==> src/core/host_port_cfg.svh <==
// constants for the host parallel port handshake
// assumes a 25 MHz core clock
`ifndef HOST_PORT_CFG_SVH
`define HOST_PORT_CFG_SVH
`define HP_CLK_PERIOD_PS  40000
`define HP_MIN_LOW_PS     12500
`define HP_MIN_LOW_CLKS   4
`define HP_MIN_HIGH_CLKS  4
`define HP_CNTL_DATA      2'h3
`define HP_CNT_W          4
`endif

==> src/core/host_port_pkg.sv <==
// types for the host parallel port handshake
// assumes host_port_cfg.svh beside it
package host_port_pkg;
  typedef struct packed {
    logic [1:0] accessControl;
    logic       readWriteSelect;
    logic       halfwordSelect;
  } select_type;
endpackage

==> src/core/host_parallel_port_handshake.sv <==
// host parallel port handshake: strobe combine, ready and data bus
// assumes an internal transfer controller and write buffer on clk
//
// Functional notes
// - access strobe low only when selected and the data strobes differ.
// - word or first half-word data reads fetch, ready high until loaded.
// - data-register writes hold ready high while the write buffer is full.
// - control, read/write and 16-bit half-word select are taken per access.
`timescale 1ns/1ps
`include "host_port_cfg.svh"
module host_parallel_port_handshake #(
  parameter int DATA_W = 32
) (
  input  wire logic              clk,
  input  wire logic              reset,
  input  wire logic              sixteenBitHostMode,
  input  wire logic              hostChipSelect,
  input  wire logic              hostDataStrobeOne,
  input  wire logic              hostDataStrobeTwo,
  input  wire logic              hostAddressStrobeN,
  input  wire logic [1:0]        hostAccessControl,
  input  wire logic              hostReadWriteSelect,
  input  wire logic              halfwordSelect,
  input  wire logic [DATA_W-1:0] hostDataIn,
  output logic      [DATA_W-1:0] hostDataOut,
  output logic                   hostDataOe,
  output logic                   hostReady_n,
  output logic                   fetchRequest,
  input  wire logic              fetchLoaded,
  input  wire logic [DATA_W-1:0] fetchData,
  input  wire logic              writeBufferFull,
  output logic                   writeStrobe,
  output logic      [DATA_W-1:0] writeData,
  output host_port_pkg::select_type accessSelect
);
  // ----------------------------------------
  // pin synchronisers
  // ----------------------------------------
  localparam int SYNC_W = 6 + 2 + DATA_W;
  logic [SYNC_W-1:0] syncBus;
  logic              csS, ds1S, ds2S, asS, rwS, hwS;
  logic [1:0]        cntlS;
  logic [DATA_W-1:0] dataS;

  host_pin_sync #(.WIDTH(SYNC_W)) pinSync (
    .clk     (clk),
    .reset   (reset),
    .pinIn   ({hostChipSelect, hostDataStrobeOne, hostDataStrobeTwo,
               hostAddressStrobeN, hostReadWriteSelect, halfwordSelect,
               hostAccessControl, hostDataIn}),
    .syncOut (syncBus)
  );
  assign {csS, ds1S, ds2S, asS, rwS, hwS, cntlS, dataS} = syncBus;

  // ----------------------------------------
  // strobe combine and edges
  // ----------------------------------------
  function automatic logic strobe_n(input logic cs, input logic a,
                                    input logic b);
    strobe_n = (~(a ^ b)) | cs;
  endfunction

  logic hostAccessStrobe_n;
  logic strobePrev;
  logic strobeFall, strobeRise;
  assign hostAccessStrobe_n = strobe_n(csS, ds1S, ds2S);
  assign strobeFall = strobePrev & ~hostAccessStrobe_n;
  assign strobeRise = ~strobePrev & hostAccessStrobe_n;

  // ----------------------------------------
  // access state machine
  // ----------------------------------------
  typedef enum logic [3:0] {
    IDLE  = 4'h1,
    FETCH = 4'h2,
    READY = 4'h4,
    WBUSY = 4'h8
  } state_type;

  state_type                 state, next_state;
  logic                      next_strobePrev;
  logic                      secondHalf, next_secondHalf;
  logic                      fetchPending, next_fetchPending;
  logic [DATA_W-1:0]         next_hostDataOut;
  logic                      next_hostDataOe;
  logic                      next_fetchRequest;
  logic                      next_writeStrobe;
  logic [DATA_W-1:0]         next_writeData;
  host_port_pkg::select_type next_accessSelect;
  host_port_pkg::select_type sel;
  logic                      isData;

  always_comb begin
    sel.accessControl   = cntlS;
    sel.readWriteSelect = rwS;
    sel.halfwordSelect  = sixteenBitHostMode ? hwS : 1'h0;
    isData              = (cntlS == `HP_CNTL_DATA);
    next_state        = state;
    next_strobePrev   = hostAccessStrobe_n;
    next_secondHalf   = secondHalf;
    next_hostDataOut  = hostDataOut;
    next_hostDataOe   = hostDataOe & ~strobeRise;
    next_fetchRequest = 1'h0;
    next_writeStrobe  = 1'h0;
    next_writeData    = writeData;
    next_accessSelect = accessSelect;
    case (state)
      IDLE: begin
        if (strobeFall) begin
          next_accessSelect = sel;
          if (sel.readWriteSelect) begin
            next_hostDataOe = 1'h1;
            if (isData && !secondHalf) begin
              next_fetchRequest = 1'h1;
              next_state        = FETCH;
            end else begin
              next_state = READY;
            end
          end else if (isData && writeBufferFull) begin
            next_state = WBUSY;
          end else begin
            next_state = READY;
          end
        end
      end
      FETCH: begin
        if (fetchLoaded) begin
          next_hostDataOut = fetchData;
          next_state       = READY;
        end
      end
      WBUSY: begin
        if (!writeBufferFull) begin
          next_state = READY;
        end
      end
      READY: begin
        // the host ends the access only after ready
        if (strobeRise) begin
          next_state = IDLE;
          if (!accessSelect.readWriteSelect) begin
            next_writeStrobe = 1'h1;
            next_writeData   = dataS;
          end
          if (sixteenBitHostMode &&
              accessSelect.accessControl == `HP_CNTL_DATA) begin
            next_secondHalf = ~secondHalf;
          end else begin
            next_secondHalf = 1'h0;
          end
        end
      end
      default: begin
        next_state = IDLE;
      end
    endcase
    // fetch outstanding, watched by the ready check
    next_fetchPending = (fetchPending & ~fetchLoaded) | next_fetchRequest;
  end

  always_ff @(posedge clk) begin
    if (reset) begin
      state        <= IDLE;
      strobePrev   <= 1'h1;
      secondHalf   <= 1'h0;
      fetchPending <= 1'h0;
      hostDataOut  <= '0;
      hostDataOe   <= 1'h0;
      fetchRequest <= 1'h0;
      writeStrobe  <= 1'h0;
      writeData    <= '0;
      accessSelect <= '0;
    end else begin
      state        <= next_state;
      strobePrev   <= next_strobePrev;
      secondHalf   <= next_secondHalf;
      fetchPending <= next_fetchPending;
      hostDataOut  <= next_hostDataOut;
      hostDataOe   <= next_hostDataOe;
      fetchRequest <= next_fetchRequest;
      writeStrobe  <= next_writeStrobe;
      writeData    <= next_writeData;
      accessSelect <= next_accessSelect;
    end
  end

  // ready low only when the access may complete
  assign hostReady_n = ~(state == READY);

  // ----------------------------------------
  // assertions
  // ----------------------------------------
  a_fetch_holds_ready: assert property (@(posedge clk) disable iff (reset)
    fetchPending |-> hostReady_n)
    else $error("ready asserted before read data loaded");
  a_fetch_on_read: assert property (@(posedge clk) disable iff (reset)
    fetchRequest |-> accessSelect.readWriteSelect &&
      accessSelect.accessControl == `HP_CNTL_DATA)
    else $error("fetch issued for a non data read");
  a_full_blocks_ready: assert property (@(posedge clk) disable iff (reset)
    (state == WBUSY && writeBufferFull) |=> hostReady_n)
    else $error("ready asserted with write buffer full");
  a_loaded_gives_ready: assert property (@(posedge clk) disable iff (reset)
    (state == FETCH && fetchLoaded) |=> !hostReady_n)
    else $error("ready not returned after data load");
  a_space_gives_ready: assert property (@(posedge clk) disable iff (reset)
    (state == WBUSY && !writeBufferFull) |=> !hostReady_n)
    else $error("ready not returned after buffer space");
  a_strobe_combine: assert property (@(posedge clk) disable iff (reset)
    (!csS && (ds1S != ds2S)) |-> !hostAccessStrobe_n)
    else $error("access strobe not active while selected");
  a_select_sampled: assert property (@(posedge clk) disable iff (reset)
    (state == IDLE && strobeFall) |=>
      accessSelect.readWriteSelect == $past(rwS))
    else $error("select group not sampled at strobe fall");
  a_write_done: assert property (@(posedge clk) disable iff (reset)
    (state == READY && strobeRise && !accessSelect.readWriteSelect)
      |=> writeStrobe ##1 !writeStrobe)
    else $error("write strobe not one pulse");
endmodule

==> src/core/host_pin_sync.sv <==
// two-flop synchroniser for host pins
// assumes asynchronous pin inputs, single clk domain
`timescale 1ns/1ps
module host_pin_sync #(
  parameter int WIDTH = 1
) (
  input  wire logic             clk,
  input  wire logic             reset,
  input  wire logic [WIDTH-1:0] pinIn,
  output logic      [WIDTH-1:0] syncOut
);
  logic [WIDTH-1:0] stage1;
  always_ff @(posedge clk) begin
    if (reset) begin
      stage1  <= '1;
      syncOut <= '1;
    end else begin
      stage1  <= pinIn;
      syncOut <= stage1;
    end
  end
endmodule

==> config.mk <==
export PLATFORM = sky130hd
export DESIGN_NAME = host_parallel_port_handshake
export DESIGN_NICKNAME = d
export VERILOG_FILES = /design/src/core/host_port_pkg.sv /design/src/core/host_parallel_port_handshake.sv /design/src/core/host_pin_sync.sv
export VERILOG_INCLUDE_DIRS = /design/src /design/src/core
export SDC_FILE = /design/constraint.sdc
export NUM_CORES = 1
export LEC_CHECK = 0
export BUFFER_PORTS_ARGS = -buffer_cell sky130_fd_sc_hd__buf_2
export CAP_MARGIN = 10
export CORE_MARGIN = 8
export CORE_UTILIZATION = 40
export CTS_BUF_LIST = sky130_fd_sc_hd__clkbuf_4 sky130_fd_sc_hd__clkbuf_8
export DETAILED_ROUTE_END_ITERATION = 6
export PLACE_DENSITY = 0.65
export SYNTH_ARGS = -nofsm -noshare
export SYNTH_HDL_FRONTEND = slang
export SYNTH_SLANG_ARGS = --single-unit
==> constraint.sdc <==
create_clock -name clk -period 2.95 [get_ports clk]
set_input_delay 0.4425 -clock clk [delete_from_list [all_inputs] [get_ports clk]]
set_output_delay 0.4425 -clock clk [all_outputs]
set_load 0.1 [all_outputs]
Word level (Yosys, flattened, before mapping)
Cells that the tools add are included.
W data, S select, Z words.
Storage, ports and cells
  output and inout port bits: 72
  bits in read-only memories: 0
  memories: 0
  RAM bits: 0
  bits of input ports: 77
  word-level logic and storage cells: 64
  bits in registers: 157
  latch bits: 0
Cells by class
  $mul: 0
  multiplexer cells: 15
  magnitude comparators: 0
  shift-type cells: 0
  divide/modulo/power cells: 0
  reductions and logical operators: 11
  bitwise operators: 15
  equal/unequal tests: 10
  add/subtract/negate cells: 0
Operator list (count)
  $mux W4: 6
  $pmux W4 S4: 1
  $not A1 Y1: 10
  $ne A2 B2 Y1 const B: 4
  $mux W1: 7
  $reduce_and A2 Y1: 3
  $eq A2 B2 Y1 const B: 2
  $eq A4 B1 Y1 const B: 1
  $eq A4 B2 Y1 const B: 1
  $eq A4 B3 Y1 const B: 1
  $eq A4 B4 Y1 const B: 1
  $reduce_and A4 Y1: 1
  $reduce_or A4 Y1: 1
  $and A1 B1 Y1: 3
  $logic_and A1 B1 Y1: 3
  $mux W3: 1
  $reduce_and A3 Y1: 1
  $reduce_or A3 Y1: 1
  $logic_not A1 Y1: 1
  $or A1 B1 Y1: 1
  $xor A1 B1 Y1: 1

Longest topological paths before layout
  word-level depth: 9
  depth in mapped cells: 6
  gate-level depth less buffers: 5

By module
From an unflattened synthesis, not the netlist that was laid out.
Unflattened totals
  cells, all modules: 523
  area, all modules: 5012.3 µm²
By module, submodules not included
  host_parallel_port_handshake: seq. area each 1541.5 µm², cells each 355, times used 1, area an instance 2870.3 µm²
  host_pin_sync: seq. area each 1601.5 µm², cells each 168, times used 1, area an instance 2142.1 µm²

Worst setup path after synthesis
No wires, ideal clock.
  path type: register -> register
  from: register accessSelect[1] (netlist name)
  to: register writeData[22]
  arrival: 1.827 ns
  required time: 2.880 ns
  path slack: 1.053 ns
  stages on the path, launching flop included: 6
  setup time: 0.070 ns
  path through: dfxtp_1 -> inv_1 -> o2111ai_1 -> clkbuf_1 -> nand2_1 -> a21oi_1
On the way
  cells in the longest elaborated chain, start to end: 2
Ends and longest elaborated chain
  start, declared: RTL line host_parallel_port_handshake.sv:34  | output host_port_pkg::select_type accessSelect
  start signal, assigned: RTL line host_parallel_port_handshake.sv:183  | accessSelect <= next_accessSelect;
  $not A1 Y1 (no line)
  $reduce_and A3 Y1 (no line)
  end signal, assigned: RTL line host_parallel_port_handshake.sv:182  | writeData <= next_writeData;
  end, declared: RTL line host_parallel_port_handshake.sv:33  | output logic [DATA_W-1:0] writeData,
No other way between the ends.
A chain may end at the register's enable or synchronous reset.

Worst setup path in the final report
  from: register state[3]
  to: output hostReady_n
On the way
  cells in the longest elaborated chain, start to end: 2
Ends and longest elaborated chain
  start, declared: RTL line host_parallel_port_handshake.sv:80  | state_type state, next_state;
  start signal, assigned: RTL line host_parallel_port_handshake.sv:174  | state <= next_state;
  $eq A4 B3 Y1: RTL line host_parallel_port_handshake.sv:188  | assign hostReady_n = ~(state == READY);
  $not A1 Y1: RTL line host_parallel_port_handshake.sv:188
  end, declared: RTL line host_parallel_port_handshake.sv:27  | output logic hostReady_n,
No other way between the ends.

==> impl_metrics.json <==
{
  "pre_cts_slack_ns": 0.783,
  "num_vias": 3743,
  "reg2reg_setup_slack_ns": 0.93,
  "min_from": "hostDataIn[23]",
  "period_share": 0.744,
  "path_cells": "nor4b_4 > inv_2 > buf_2",
  "worstMarginPinSlew_ns": 1.03,
  "viasPerCell": 4.47,
  "yosysSeqAreaShare": 0.626,
  "fin_total_pwr_mw": 4.00,
  "leakage_nw": 2.60,
  "grt.total_usage": 0.127,
  "htreeDepth": 4,
  "clk_pin_slew_ns": 0.08,
  "ys_warn_count": 0,
  "core-area_um2": 12100,
  "grt_start_max_net_pins": 128,
  "grt-ovfl-total": 0,
  "synth_most_common_cell": "dfxtp_1",
  "synth_top_area_share": 0.626,
  "std_cell_rows": 40,
  "clockBufferDepth": 2,
  "nFillCells": 1156,
  "maxCapViolCount": 0,
  "grt_pass1_wl_um": 16600,
  "end_kind": "output port",
  "critPathMaxStageDelay_ns": 0.48,
  "max_freq_mhz": 456,
  "avgSynthCellArea_um2": 9.53,
  "synthesis.area_um2": 4950,
  "io_buffers": 147,
  "cp-start-kind": "flop",
  "fin_crit_ns": 2.19,
  "worstPathArrival_ns": 1.75,
  "drt-pass1-iter-count": 4,
  "min_path_type": "primary input to flop",
  "root_buffer": "clkbuf_8",
  "yosys.area.top_type": "dfxtp_1",
  "setup_slack_ns": 0.755,
  "p_per_area_nw_per_um2": 638,
  "peakVddDrop_mv": 0.345,
  "slew_viol_final": 0,
  "gp_congestion": 0.776,
  "dr.first_iter.drc_count": 126,
  "fp.dieW_um": 127,
  "cts_made_buffers": 17,
  "area_growth_pct": 26.7,
  "cts_tree": "yes",
  "die_area_um2": 16200,
  "antenna_cells": 0,
  "rsz0062_at_grt": "no",
  "ctsResizeCount": 0,
  "clock_skew_ns": 0.00992,
  "ant_nets": 0,
  "clock_sinks": 155,
  "crit_path_start": "state[3]",
  "synth-edff-count": 0,
  "start_util": 0.411,
  "yosys-top-cells-count": "dfxtp_1, nand2_1, or2_2",
  "hpwl_um": 7300,
  "synth_cells": 520,
  "reg2reg_from": "state[3]",
  "syn-num-nets": 597,
  "io_pins": 149,
  "yosysUniqueCellTypes": 33,
  "seq_area_um2": 3100,
  "multi_input_area_um2": 1720,
  "cp_max_fo": 11,
  "outcome": "complete, no violations",
  "synth.top_cells.by_area": "dfxtp_1, nand2_1, or2_2, a21oi_1, clkbuf_1",
  "drc": 0,
  "crit_type": "flop to output port",
  "fin_nets": 735,
  "tns_ns": 0,
  "stdcell_count": 838,
  "finalSetupViolCount": 0,
  "crit_required_ns": 2.51,
  "relSlewSlack": 0.313,
  "crit_slowest_cell": "nor4b_4",
  "ys_ff_latch": 155,
  "synthArstFlopShare": 0,
  "antenna_found_initial": 0,
  "die_height_um": 127,
  "dp_cells": 806,
  "grt_pass1_vias": 3396,
  "wl_per_cell_um": 12.4,
  "drt-total-wl_um": 10400,
  "drive_gt1_frac": 0.399,
  "clock_latency_ns": 0.44,
  "cts_setup_buffers": 0,
  "hold_viol": 0,
  "synthFlopType": "dfxtp_1",
  "cts_hold_buf": 0
}
layout by cell type, fill, tap and decap left out, types with 3 or more instances in the layout:
cell and n:
nand2_1 132, or2_2 78, dfxtp_1 155, clkinv_4 4, inv_1 4, buf_4 3
mux2i_1 3, o21ai_0 3, nor2_1 12, a21oi_1 71, clkbuf_8 17, buf_2 146
nand2b_1 3, bufinv_16 4
final timing paths:
check | end | depth (start not counted)
worst max-delay path | hostReady_n | 3
worst min-delay path | pinSync.stage1[23] | 2
worst max register to register | writeData[23] | 5
worst min register to register | pinSync.syncOut[16] | 1
final cells by class:
| type | count | share of cell area |
|---|---|---|
| multi-input combinational | 328 | 0.274 |
| tap | 168 | 0.0335 |
| sequential | 155 | 0.495 |
| clock buffer | 18 | 0.0385 |
| timing repair buffer | 151 | 0.126 |
| inverter | 5 | 0.00299 |
| clock inverter | 13 | 0.0307 |
cell families after synthesis:
logic type | synth area share
DFF | 0.626
AOI/OAI and AO/OA | 0.0866
xor gates and xnor gates | 0.00354
and+or+nand+nor | 0.246
buffers and inverters | 0.0316
muxes | 0.00606
report_power, final:
group,switching [mW],internal (mW)
sequential,0.0164,2.14
combinational,0.0730,0.0782
clock,0.759,0.934
per-stage QoR:
step / hold slack [ns] / area, µm² / utilization
detailed placement: 0.393 / 5830 / 0.483
global placement: 0.391 / 5830 / 0.483
floorplan: 0.389 / 4950 / -
global route: 0.131 / 6270 / 0.520
CTS: 0.129 / 6260 / 0.519
finish: 0.175 / 6270 / 0.520
layer usage:
metal | global-route usage | vias to the layer above | part of all wire
met3 | 0.0582 | 20 | 0.089
li1 | - | 1942 | -
met2 | 0.187 | 127 | 0.43
met1 | 0.148 | 1654 | 0.45
met5 | 0 | - | 0
met4 | 0.0798 | 0 | 0.028
sequential cells by signal, indices dropped and copies added (netlist names):
name,cells
hostDataOut,32
pinSync.stage1,39
writeStrobe,1
accessSelect,4
secondHalf,1
hostDataOe,1
state,4
fetchRequest,1
pinSync.syncOut,39
strobePrev,1
writeData,32
worst max-delay path: cells and delay by family, from the launching register on:
family | cells | cell delay [ns]
buffers and inverters | 2 | 0.41
AND/OR/NAND/NOR | 1 | 0.48
flip-flops | 1 | 0.42
Power figures use the tool's default switching activity.
